--- config.mk ---
export PLATFORM = sky130hd
export DESIGN_NAME = dpps_power_state
export DESIGN_NICKNAME = d
export VERILOG_FILES = /design/src/dpps_pkg.sv /design/src/dpps_power_state.sv /design/src/dpps_button.sv
export SDC_FILE = /design/constraint.sdc
export NUM_CORES = 1
export LEC_CHECK = 0
export BUFFER_PORTS_ARGS = -buffer_cell sky130_fd_sc_hd__buf_2
export CAP_MARGIN = 10
export CORE_MARGIN = 4
export CORE_UTILIZATION = 40
export DETAILED_ROUTE_END_ITERATION = 7
export GPL_TIMING_DRIVEN = 0
export PLACE_DENSITY = 0.65
export SETUP_SLACK_MARGIN = 0.1
export SKIP_CTS_REPAIR_TIMING = 1
export SYNTH_ARGS = -nofsm -noshare
export SYNTH_HDL_FRONTEND = slang
export SYNTH_SLANG_ARGS = --single-unit
--- constraint.sdc ---
create_clock -name core_clk -period 2.5 [get_ports core_clk]
set_input_delay 0 -clock core_clk [delete_from_list [all_inputs] [get_ports core_clk]]
set_output_delay 0 -clock core_clk [all_outputs]
set_load 0.005 [all_outputs]
--- src/dpps_pkg.sv ---
package dpps_pkg;

    typedef enum logic [1:0] {
        DPPS_OFF,
        DPPS_STANDBY,
        DPPS_ON
    } dpps_status_t;

    // clock rate
    localparam int unsigned CLK_HZ          = 25_000_000;
    localparam int unsigned CLK_PERIOD_NS   = 40;

    // power button timing
    localparam int unsigned LONG_PRESS_MS   = 2000;
    localparam int unsigned DEBOUNCE_MS     = 20;
    localparam int unsigned LONG_PRESS_CYC  = LONG_PRESS_MS * (CLK_HZ / 1000);
    localparam int unsigned DEBOUNCE_CYC    = DEBOUNCE_MS * (CLK_HZ / 1000);

    // green led flash pattern in off and standby
    localparam int unsigned BLINK_PERIOD_MS = 2000;
    localparam int unsigned BLINK_ON_MS     = 100;
    localparam int unsigned BLINK_PERIOD_CYC = BLINK_PERIOD_MS * (CLK_HZ / 1000);
    localparam int unsigned BLINK_ON_CYC    = BLINK_ON_MS * (CLK_HZ / 1000);

    // pulse input limits
    localparam int unsigned PULSE_MIN_MS    = 50;
    localparam int unsigned PULSE_MAX_HZ    = 10;
    localparam int unsigned PULSE_MIN_CYC   = PULSE_MIN_MS * (CLK_HZ / 1000);
    localparam int unsigned PULSE_GAP_CYC   = CLK_HZ / PULSE_MAX_HZ;

    localparam int unsigned CNT_W           = 26;

endpackage : dpps_pkg

--- src/dpps_power_state.sv ---
`timescale 1ns/100ps
`default_nettype none

module dpps_power_state #(
    parameter int unsigned LONG_CYC   = dpps_pkg::LONG_PRESS_CYC,
    parameter int unsigned DEB_CYC    = dpps_pkg::DEBOUNCE_CYC,
    parameter int unsigned BLINK_CYC  = dpps_pkg::BLINK_PERIOD_CYC,
    parameter int unsigned FLASH_CYC  = dpps_pkg::BLINK_ON_CYC,
    parameter int unsigned PMIN_CYC   = dpps_pkg::PULSE_MIN_CYC,
    parameter int unsigned PGAP_CYC   = dpps_pkg::PULSE_GAP_CYC,
    parameter int unsigned CNT_W      = dpps_pkg::CNT_W
) (
    input  wire logic core_clk,
    input  wire logic rst_n,
    input  wire logic clk_en,
    input  wire logic power_button,
    input  wire logic pulse_in,
    input  wire logic fault_detected,
    output logic      green_led,
    output logic      display_en,
    output logic      fault_display_en,
    output logic      settings_en,
    output logic      fill_en,
    output logic      fault_relay,
    output logic      dose_permit,
    output logic      pulse_count,
    output logic [1:0] status
);

    dpps_pkg::dpps_status_t state_q;
    dpps_pkg::dpps_status_t state_d;
    logic [CNT_W-1:0]       blink_cnt_q;
    logic [CNT_W-1:0]       plen_cnt_q;
    logic [CNT_W-1:0]       pgap_cnt_q;
    logic                   pulse_q;
    logic                   short_press;
    logic                   long_press;

    dpps_button #(
        .CNT_W    (CNT_W),
        .DEB_CYC  (DEB_CYC),
        .LONG_CYC (LONG_CYC)
    ) u_button (
        .core_clk    (core_clk),
        .rst_n       (rst_n),
        .clk_en      (clk_en),
        .button_raw  (power_button),
        .short_press (short_press),
        .long_press  (long_press)
    );

    // state transitions; short press in off is ignored
    always_comb begin
        state_d = state_q;
        case (state_q)
            dpps_pkg::DPPS_OFF:
                if (long_press)
                    state_d = dpps_pkg::DPPS_STANDBY;
            dpps_pkg::DPPS_STANDBY:
                if (long_press)
                    state_d = dpps_pkg::DPPS_OFF;
                else if (short_press)
                    state_d = dpps_pkg::DPPS_ON;
            dpps_pkg::DPPS_ON:
                if (long_press)
                    state_d = dpps_pkg::DPPS_OFF;
                else if (short_press)
                    state_d = dpps_pkg::DPPS_STANDBY;
            default:
                state_d = dpps_pkg::DPPS_OFF;
        endcase
    end

    wire is_off     = (state_d == dpps_pkg::DPPS_OFF);
    wire is_on      = (state_d == dpps_pkg::DPPS_ON);
    wire blink_wrap = (blink_cnt_q >= CNT_W'(BLINK_CYC - 1));
    wire flash_on   = (blink_cnt_q < CNT_W'(FLASH_CYC));
    // a pulse counts on its falling edge only if it stood long enough and the
    // previous counted pulse is at least one period back
    wire pulse_fall = pulse_q && !pulse_in;
    wire plen_ok    = (plen_cnt_q >= CNT_W'(PMIN_CYC - 1));
    wire pgap_ok    = (pgap_cnt_q >= CNT_W'(PGAP_CYC - 1));
    wire pulse_take = pulse_fall && plen_ok && pgap_ok;

    always_ff @(posedge core_clk) begin
        if (!rst_n) begin
            state_q          <= dpps_pkg::DPPS_OFF;
            blink_cnt_q      <= '0;
            plen_cnt_q       <= '0;
            pgap_cnt_q       <= '0;
            pulse_q          <= 1'b0;
            green_led        <= 1'b0;
            display_en       <= 1'b0;
            fault_display_en <= 1'b0;
            settings_en      <= 1'b0;
            fill_en          <= 1'b0;
            fault_relay      <= 1'b0;
            dose_permit      <= 1'b0;
            pulse_count      <= 1'b0;
            status           <= 2'h0;
        end else if (clk_en) begin
            state_q     <= state_d;
            status      <= state_d;
            blink_cnt_q <= blink_wrap ? '0 : blink_cnt_q + 1'b1;
            // steady in on, brief flash in off and standby
            green_led   <= is_on ? 1'b1 : flash_on;
            display_en  <= !is_off;
            settings_en <= !is_off;
            fill_en     <= !is_off;
            fault_display_en <= is_on;
            // fail-safe: drops out on a fault, never held outside on
            fault_relay <= is_on && !fault_detected;
            dose_permit <= is_on;
            pulse_q     <= pulse_in;
            plen_cnt_q  <= (pulse_in && !plen_ok) ? plen_cnt_q + 1'b1 :
                           (pulse_in ? plen_cnt_q : '0);
            pgap_cnt_q  <= pulse_take ? '0 :
                           (pgap_ok ? pgap_cnt_q : pgap_cnt_q + 1'b1);
            pulse_count <= pulse_take && is_on;
        end else begin
            pulse_count <= 1'b0;
        end
    end

    a_dose_only_on: assert property (@(posedge core_clk) disable iff (!rst_n)
        dose_permit |-> status == 2'(dpps_pkg::DPPS_ON))
        else $error("dosing permitted outside on");

    a_relay_off_idle: assert property (@(posedge core_clk) disable iff (!rst_n)
        status != 2'(dpps_pkg::DPPS_ON) |-> !fault_relay && !fault_display_en)
        else $error("relay or fault display active outside on");

    a_off_dark: assert property (@(posedge core_clk) disable iff (!rst_n)
        status == 2'(dpps_pkg::DPPS_OFF) |-> !display_en && !dose_permit)
        else $error("display or dosing active in off");

    a_on_led_lit: assert property (@(posedge core_clk) disable iff (!rst_n)
        status == 2'(dpps_pkg::DPPS_ON) |-> green_led)
        else $error("led not lit in on");

    a_long_to_off: assert property (@(posedge core_clk) disable iff (!rst_n)
        clk_en && long_press && state_q != dpps_pkg::DPPS_OFF
        |=> status == 2'(dpps_pkg::DPPS_OFF))
        else $error("long press did not switch off");

    a_long_wake: assert property (@(posedge core_clk) disable iff (!rst_n)
        clk_en && long_press && state_q == dpps_pkg::DPPS_OFF
        |=> status == 2'(dpps_pkg::DPPS_STANDBY))
        else $error("long press did not enter standby");

    a_short_toggle: assert property (@(posedge core_clk) disable iff (!rst_n)
        clk_en && short_press && state_q == dpps_pkg::DPPS_STANDBY
        |=> status == 2'(dpps_pkg::DPPS_ON))
        else $error("short press did not enter on");

    a_short_back: assert property (@(posedge core_clk) disable iff (!rst_n)
        clk_en && short_press && state_q == dpps_pkg::DPPS_ON
        |=> status == 2'(dpps_pkg::DPPS_STANDBY))
        else $error("short press did not return to standby");

    a_relay_fault: assert property (@(posedge core_clk) disable iff (!rst_n)
        clk_en && fault_detected |=> !fault_relay)
        else $error("relay held during fault");

    // the spare status code must never be reached, not even after a glitch-free reset
    a_status_legal: assert property (@(posedge core_clk) disable iff (!rst_n)
        status == 2'(dpps_pkg::DPPS_OFF) || status == 2'(dpps_pkg::DPPS_STANDBY) ||
        status == 2'(dpps_pkg::DPPS_ON))
        else $error("status holds an unused code");

    a_standby_panel: assert property (@(posedge core_clk) disable iff (!rst_n)
        status == 2'(dpps_pkg::DPPS_STANDBY) |-> display_en && settings_en && fill_en)
        else $error("panel not usable in standby");

    a_on_faults_shown: assert property (@(posedge core_clk) disable iff (!rst_n)
        status == 2'(dpps_pkg::DPPS_ON) |-> fault_display_en && display_en)
        else $error("faults not shown in on");

    a_pulse_only_on: assert property (@(posedge core_clk) disable iff (!rst_n)
        pulse_count |-> status == 2'(dpps_pkg::DPPS_ON))
        else $error("pulse counted outside on");

    // a frozen block must not move; a stuck enable would otherwise look like a dead button
    a_freeze_hold: assert property (@(posedge core_clk) disable iff (!rst_n)
        rst_n && !clk_en |=> $stable(status) && $stable(green_led))
        else $error("state moved while clock enable low");

endmodule : dpps_power_state

`default_nettype wire

--- src/dpps_button.sv ---
`timescale 1ns/100ps
`default_nettype none

// debounces the power button and reports one event per press, or both if the release settles in the cycle the long threshold is reached
module dpps_button #(
    parameter int unsigned CNT_W     = dpps_pkg::CNT_W,
    parameter int unsigned DEB_CYC   = dpps_pkg::DEBOUNCE_CYC,
    parameter int unsigned LONG_CYC  = dpps_pkg::LONG_PRESS_CYC
) (
    input  wire logic core_clk,
    input  wire logic rst_n,
    input  wire logic clk_en,
    input  wire logic button_raw,
    output logic      short_press,
    output logic      long_press
);

    logic             level_q;
    logic [CNT_W-1:0] deb_cnt_q;
    logic [CNT_W-1:0] hold_cnt_q;
    logic             fired_q;
    wire              differs   = (button_raw != level_q);
    wire              deb_done  = (deb_cnt_q >= CNT_W'(DEB_CYC - 1));
    wire              hold_done = (hold_cnt_q >= CNT_W'(LONG_CYC - 1));
    wire              releasing = differs && deb_done && level_q;

    always_ff @(posedge core_clk) begin
        if (!rst_n) begin
            level_q     <= 1'b0;
            deb_cnt_q   <= '0;
            hold_cnt_q  <= '0;
            fired_q     <= 1'b0;
            short_press <= 1'b0;
            long_press  <= 1'b0;
        end else if (clk_en) begin
            // a level must stay changed for the whole debounce span
            deb_cnt_q   <= (differs && !deb_done) ? deb_cnt_q + 1'b1 : '0;
            if (differs && deb_done)
                level_q <= button_raw;
            if (level_q && !hold_done)
                hold_cnt_q <= hold_cnt_q + 1'b1;
            else if (!level_q)
                hold_cnt_q <= '0;
            // long fires at the threshold while held; short only on an early release
            long_press  <= level_q && hold_done && !fired_q;
            short_press <= releasing && !fired_q;
            if (level_q && hold_done)
                fired_q <= 1'b1;
            else if (!level_q)
                fired_q <= 1'b0;
        end else begin
            short_press <= 1'b0;
            long_press  <= 1'b0;
        end
    end

    a_one_event: assert property (@(posedge core_clk) disable iff (!rst_n)
        !(short_press && long_press))
        else $error("short and long press together");

endmodule : dpps_button

`default_nettype wire

# ---- Word level (Yosys, flattened, before mapping)
# Index checks and enable logic that the tools add are counted.
dict set report classes {
  add_sub_neg 5
  order_cmp 6
  eq_ne 8
  mux 17
  reduce_logical 28
}
# op n
set op_table {}
lappend op_table {{2-to-1 mux 26 bit} 8}
lappend op_table {{adder 26 x 1 -> 26 bit (second input constant)} 5}
lappend op_table {{>= comparator 26 bit (second input constant)} 2}
lappend op_table {{>= comparator 26 x 19 -> 1 bit (second input constant)} 1}
lappend op_table {{>= comparator 26 x 21 -> 1 bit (second input constant)} 1}
lappend op_table {{>= comparator 26 x 22 -> 1 bit (second input constant)} 1}
lappend op_table {{less-than comparator 26 x 22 -> 1 bit (second input constant)} 1}
lappend op_table {{logical AND 1 bit} 13}
lappend op_table {{AND reduction 2 bit} 6}
lappend op_table {{2-to-1 mux 2 bit} 5}
lappend op_table {{zero test 1 bit} 7}
lappend op_table {{case mux 2 bit (3 select lines)} 1}
lappend op_table {{== test 2 bit (second input constant)} 2}
lappend op_table {{zero test 2 bit} 2}
lappend op_table {{inequality test 2 x 1 -> 1 bit (second input constant)} 2}
lappend op_table {{inequality test 2 bit (second input constant)} 2}
lappend op_table {{2-to-1 mux 1 bit} 3}
lappend op_table {{== test 2 x 1 -> 1 bit (second input constant)} 1}
lappend op_table {{inequality test 1 bit} 1}
dict set report totals {
  reg_bits 142
  input_bits 6
  out_inout_bits 10
  elab_cells 80
}

# ---- Logic depth before layout (Yosys ltp)
dict set report logic_depth {
  depth_word 6
  mapped_depth 10
}

# ---- Hierarchy
# Synthesis repeated with hierarchy kept, for this count alone.
dict set report hier_totals {
  hier_cells 891
  area_unflattened_um2 7408.4
}
# mod instances cells_each area_per_inst_um2 seq_area_each_um2
set modules_own_cells {}
lappend modules_own_cells {dpps_power_state 1 518 4321.6 1721.7}
lappend modules_own_cells {dpps_button 1 373 3086.7 1121.1}

# ---- Least setup slack after synthesis
# Ideal clock, no wire load.
dict set report synth_timing {
  path_type {flip-flop to flip-flop}
  startpoint {register plen_cnt_q[0]}
  endpoint {register pgap_cnt_q[20]}
  setup_ps 73
  arrival_ps 2151
  path_slack_ps 275
  stages_incl_launch_ff 10
  path_buffers 1
  period_less_slack_ps 2225
  cell_sequence {dfxtp_1 > ha_1 > buf_2 > and3_1 > mux2i_1 > o41ai_4 > o211ai_2 > and2_4 > or3_1 > a21oi_1}
}
dict set report synth_via {
  elab_chain_len 5
}
# item line_no
set synth_rtl {}
lappend synth_rtl {{start: declaration} dpps_power_state.sv:33} ;# logic [CNT_W-1:0] plen_cnt_q;
lappend synth_rtl {{start signal: assignment} dpps_power_state.sv:115} ;# plen_cnt_q <= (pulse_in && !plen_ok) ? plen_cnt_q + 1'b1 :
lappend synth_rtl {{>= comparator 26 x 21 -> 1 bit *} dpps_power_state.sv:81} ;# wire plen_ok = (plen_cnt_q >= CNT_W'(PMIN_CYC - 1));
lappend synth_rtl {{logical AND 1 bit * (2 in a row)} dpps_power_state.sv:83} ;# wire pulse_take = pulse_fall && plen_ok && pgap_ok;
lappend synth_rtl {{inequality test 2 x 1 -> 1 bit (no line)} n/a}
lappend synth_rtl {{AND reduction 2 bit (no line)} n/a}
lappend synth_rtl {{end signal: assignment} dpps_power_state.sv:117} ;# pgap_cnt_q <= pulse_take ? '0 :
lappend synth_rtl {{end: declaration} dpps_power_state.sv:34} ;# logic [CNT_W-1:0] pgap_cnt_q;
# Mark *: on every way between the ends. The rest lies on a longest branch, timed or not.
# A chain may end at the register's enable or synchronous reset.

# ---- Final worst setup path
dict set report layout_timing {
  startpoint {register u_button.hold_cnt_q[1]}
  endpoint {register u_button.hold_cnt_q[9]}
}
dict set report layout_via {
  elab_chain_len 5
}
# item line_no
set layout_rtl {}
lappend layout_rtl {{start: declaration} dpps_button.sv:20} ;# logic [CNT_W-1:0] hold_cnt_q;
lappend layout_rtl {{start signal: assignment} dpps_button.sv:41} ;# hold_cnt_q <= hold_cnt_q + 1'b1;
lappend layout_rtl {{>= comparator 26 bit} dpps_button.sv:24} ;# wire hold_done = (hold_cnt_q >= CNT_W'(LONG_CYC - 1));
lappend layout_rtl {{zero test 1 bit} dpps_button.sv:40} ;# if (level_q && !hold_done)
lappend layout_rtl {{logical AND 1 bit} dpps_button.sv:40}
lappend layout_rtl {{inequality test 2 bit (no line)} n/a}
lappend layout_rtl {{AND reduction 2 bit (no line)} n/a}
# Several ways; a longest one is shown, not always the timed one.

==> impl_metrics.prom <==
# TYPE chip_impl_metric gauge
chip_impl_metric{name="synthToLayoutAreaGrowth",unit="%"} 16.1
chip_impl_metric{name="synth.net_count",unit=""} 803
chip_impl_metric{name="synth_cell_types",unit=""} 65
chip_impl_metric{name="antenna_violations_before_repair",unit=""} 0
chip_impl_metric{name="arrival_time_of_data_at_the_critical_path_endpoint",unit="ns"} 2.60
chip_impl_metric{name="post_synth_edffs",unit=""} 0
chip_impl_info{name="cpMaxStageDelayCell",value="sky130_fd_sc_hd__a2111oi_4"} 1
chip_impl_metric{name="area.sequential",unit="um^2"} 2850
chip_impl_metric{name="htree_num_levels",unit=""} 4
chip_impl_metric{name="critical_path_peak_fanout",unit=""} 5
chip_impl_metric{name="synthDominantCellAreaShare",unit=""} 0.424
chip_impl_metric{name="clk_transition_reported_paths",unit="ns"} 0.06
chip_impl_metric{name="final_hold_viol_count",unit=""} 0
chip_impl_metric{name="cts_buffer_depth",unit=""} 2
chip_impl_info{name="cts_tree",value="yes"} 1
chip_impl_metric{name="synth.avg_cell_area",unit="um^2"} 8.46
chip_impl_metric{name="gpl.final_weighted_congestion",unit=""} 0.782
chip_impl_metric{name="total_area_of_multi_input_combinational_cells",unit="um^2"} 3780
chip_impl_info{name="yosys_most_used_dff",value="sky130_fd_sc_hd__dfxtp_1"} 1
chip_impl_metric{name="hold_slack",unit="ns"} 0.144
chip_impl_metric{name="numClockSinks",unit=""} 142
chip_impl_metric{name="fp.dieArea",unit="um^2"} 18900
chip_impl_info{name="yosys.cell_count.top_type",value="sky130_fd_sc_hd__dfxtp_1"} 1
chip_impl_metric{name="finalCriticalPeriod",unit="ns"} 2.30
chip_impl_metric{name="timing.clock.skew",unit="ns"} 0.00786
chip_impl_info{name="synth_top_cells_by_area",value="sky130_fd_sc_hd__dfxtp_1 42%, sky130_fd_sc_hd__xor2_1 8.0%, sky130_fd_sc_hd__nor2_1 7.6%, sky130_fd_sc_hd__nand4_1 3.5%, sky130_fd_sc_hd__nand2_1 3.5%"} 1
chip_impl_metric{name="worstMarginPinSlew",unit="ns"} 0.587
chip_impl_metric{name="fillerInstances",unit=""} 1592
chip_impl_metric{name="path_buf_inv",unit=""} 1
chip_impl_metric{name="route.detailed.vias_per_inst",unit=""} 5.21
chip_impl_metric{name="routed-via-count",unit=""} 5556
chip_impl_info{name="cts.root.buffer_cell",value="sky130_fd_sc_hd__clkbuf_16"} 1
chip_impl_metric{name="cts-buffers-inserted",unit=""} 17
chip_impl_metric{name="synth_cell_area",unit="um^2"} 6700
chip_impl_metric{name="layout_setup_ws",unit="ns"} 0.198
chip_impl_metric{name="irDropWorstVdd",unit="mV"} 0.477
chip_impl_metric{name="fmax",unit="GHz"} 0.434
chip_impl_metric{name="antenna_violating_nets_post_route",unit=""} 0
chip_impl_metric{name="max_cap_violations",unit=""} 0
chip_impl_metric{name="synthesis_warnings",unit=""} 0
chip_impl_metric{name="core_region_area",unit="um^2"} 16500
chip_impl_metric{name="place_worst_setup_slack",unit="ns"} -0.168
chip_impl_metric{name="wl_per_cell",unit="um"} 13.3
chip_impl_metric{name="finalSetupViolCount",unit=""} 0
chip_impl_metric{name="grt_max_degree",unit=""} 17
chip_impl_info{name="timing.critical_path.cells",value="ha_2 > and2_1 > a2111oi_4 > o21ai_4 > a311oi_4 > buf_2 > nand2_1 > xor2_1 > nor2_1"} 1
chip_impl_metric{name="crit_required",unit="ns"} 2.79
chip_impl_metric{name="synth.ff_latch_count",unit=""} 142
chip_impl_metric{name="drtIter0Drc",unit=""} 235
chip_impl_metric{name="fin_setup_tns",unit="ns"} 0
chip_impl_info{name="setup_repair_after_global_routing_missed_its_margin",value="false"} 1
chip_impl_metric{name="floorplan.io_pins",unit=""} 16
chip_impl_metric{name="die_width",unit="um"} 137
chip_impl_info{name="timing.critical_path.to_type",value="flip-flop"} 1
chip_impl_info{name="cell_family_with_most_cp_delay",value="compound AO/OA/AOI/OAI gates"} 1
chip_impl_metric{name="final_nets",unit=""} 848
chip_impl_metric{name="layout-drive-gt1-share",unit=""} 0.120
chip_impl_metric{name="route.final.wire_length",unit="mm"} 14.2
chip_impl_metric{name="worstSkewPairLatency",unit="ns"} 0.42
chip_impl_metric{name="start_util",unit=""} 0.406
chip_impl_metric{name="finish.utilization",unit=""} 0.471
chip_impl_metric{name="drt_first_pass_iters",unit=""} 4
chip_impl_metric{name="timing.final.max_slew_violations",unit=""} 0
chip_impl_info{name="start_kind",value="flip-flop"} 1
chip_impl_metric{name="regToRegSetupSlack",unit="ns"} 0.20
chip_impl_metric{name="std_cell_rows",unit=""} 47
chip_impl_metric{name="route.detailed.drc",unit=""} 0
chip_impl_info{name="synth_top_cells_by_count",value="142 x sky130_fd_sc_hd__dfxtp_1, 136 x sky130_fd_sc_hd__nor2_1, 63 x sky130_fd_sc_hd__nand2_1, 61 x sky130_fd_sc_hd__xor2_1, 41 x sky130_fd_sc_hd__nand3_1"} 1
chip_impl_metric{name="insertedDiodeCount",unit=""} 0
chip_impl_metric{name="grt.overflow.total",unit=""} 0
chip_impl_metric{name="ys_async_sr_fraction",unit=""} 0
chip_impl_metric{name="detailed_place_hpwl",unit="mm"} 9.63
chip_impl_metric{name="largest_stage_delay_on_the_critical_path",unit="ns"} 0.41
chip_impl_info{name="min-delay-path-class",value="in -> reg"} 1
chip_impl_metric{name="groute.usage.overall",unit=""} 0.157
chip_impl_metric{name="grt_pass1_wl",unit="mm"} 24.1
chip_impl_info{name="run_status",value="finished, final reports clean"} 1
chip_impl_metric{name="number_of_global_route_vias_before_repair",unit=""} 5138
chip_impl_metric{name="seq_area_frac_synth",unit=""} 0.424
chip_impl_metric{name="layout_worst_path_cycle_share",unit=""} 0.921
chip_impl_info{name="netlist.top_cell.by_area",value="sky130_fd_sc_hd__dfxtp_1"} 1
chip_impl_metric{name="numPortBuffers",unit=""} 14
chip_impl_metric{name="power_per_cell_area",unit="nW/um^2"} 593
chip_impl_metric{name="relSlewSlack",unit=""} 0.609
chip_impl_info{name="timing_worst_setup_path_type",value="reg -> reg"} 1
chip_impl_metric{name="p_leak",unit="uW"} 0.00285
chip_impl_metric{name="netlist_instances",unit=""} 792
chip_impl_metric{name="floorplan.die.height",unit="um"} 137
## placed cells by master, fill, tap and decap left out, types with 6 or more instances in the layout
cell type / instances
sky130_fd_sc_hd__nand3_1: 40
sky130_fd_sc_hd__nor2_1: 136
sky130_fd_sc_hd__and3_1: 31
sky130_fd_sc_hd__or3_1: 14
sky130_fd_sc_hd__o21ai_0: 20
sky130_fd_sc_hd__and2_1: 19
sky130_fd_sc_hd__clkbuf_1: 22
sky130_fd_sc_hd__nor4_1: 7
sky130_fd_sc_hd__or4_1: 6
sky130_fd_sc_hd__dfxtp_1: 140
sky130_fd_sc_hd__inv_1: 10
sky130_fd_sc_hd__and4_1: 9
sky130_fd_sc_hd__xnor2_1: 26
sky130_fd_sc_hd__nor3_1: 18
sky130_fd_sc_hd__buf_4: 13
sky130_fd_sc_hd__nand4_1: 38
sky130_fd_sc_hd__xor2_1: 61
sky130_fd_sc_hd__clkbuf_16: 17
sky130_fd_sc_hd__nand2_1: 63
sky130_fd_sc_hd__buf_2: 18
sky130_fd_sc_hd__a21oi_1: 26
## cell families after synthesis
family | after synthesis | share of synthesized area
AND/OR/NAND/NOR | 402 | 0.301
flip-flops | 142 | 0.424
XOR/XNOR | 87 | 0.114
adder cells (fa/ha/maj) | 5 | 0.00934
AO/OA/AOI/OAI | 105 | 0.114
multiplexers | 6 | 0.00934
buffers and inverters | 45 | 0.0291
## state kept, by name (all words and copies together) (netlist names)
| register | cells |
|---|---|
| blink_cnt_q | 26 |
| pgap_cnt_q | 26 |
| plen_cnt_q | 26 |
| u_button.deb_cnt_q | 26 |
| u_button.hold_cnt_q | 26 |
| state_q | 2 |
| dose_permit | 1 |
| fault_relay | 1 |
| fill_en | 1 |
| green_led | 1 |
| pulse_count | 1 |
| pulse_q | 1 |
| u_button.fired_q | 1 |
| u_button.level_q | 1 |
| u_button.long_press | 1 |
| u_button.short_press | 1 |
## per-stage QoR
step	cells	power, uW	cell area [um^2]
after global placement	1026	2480	7050
after floorplan	792	2430	6700
final	1067	4610	7780
after CTS	1055	4660	7540
after global routing	1067	4800	7780
after detailed placement	1026	2480	7050
## where the power goes
part | total (uW) | internal (uW) | switching, uW | leakage, uW
clock network | 2170 | 1270 | 902 | 0.000241
logic | 150 | 48.0 | 102 | 0.00147
registers | 2290 | 2280 | 13.7 | 0.00115
total | 4610 | 3590 | 1020 | 0.00285
## tightest hold or removal path: stages
cell and delay [ns]:
sky130_fd_sc_hd__clkbuf_1 0.26, sky130_fd_sc_hd__nand2_1 0.18, sky130_fd_sc_hd__mux2i_1 0.07
## metal layers
metal,wire length (um),track usage
met5,0,0
met4,202,0.0488
met3,487,0.0460
met2,6580,0.249
met1,6910,0.206
## area by class of cell
class | instances | share of cell area
multi-input combinational | 605 | 0.486
clock buffer | 22 | 0.0584
buffer | 34 | 0.0222
clock inverter | 7 | 0.00563
timing repair buffer | 26 | 0.0212
inverter | 11 | 0.00531
sequential | 142 | 0.366
tap | 220 | 0.0354
## final timing paths
kind	endpoint	startpoint	cells after the start
max	u_button.hold_cnt_q[9]	u_button.hold_cnt_q[1]	9
min	u_button.level_q	rst_n	3
max reg2reg	u_button.hold_cnt_q[9]	u_button.hold_cnt_q[1]	9
min reg2reg	plen_cnt_q[25]	plen_cnt_q[25]	1
(Power assumes the default switching activity.)
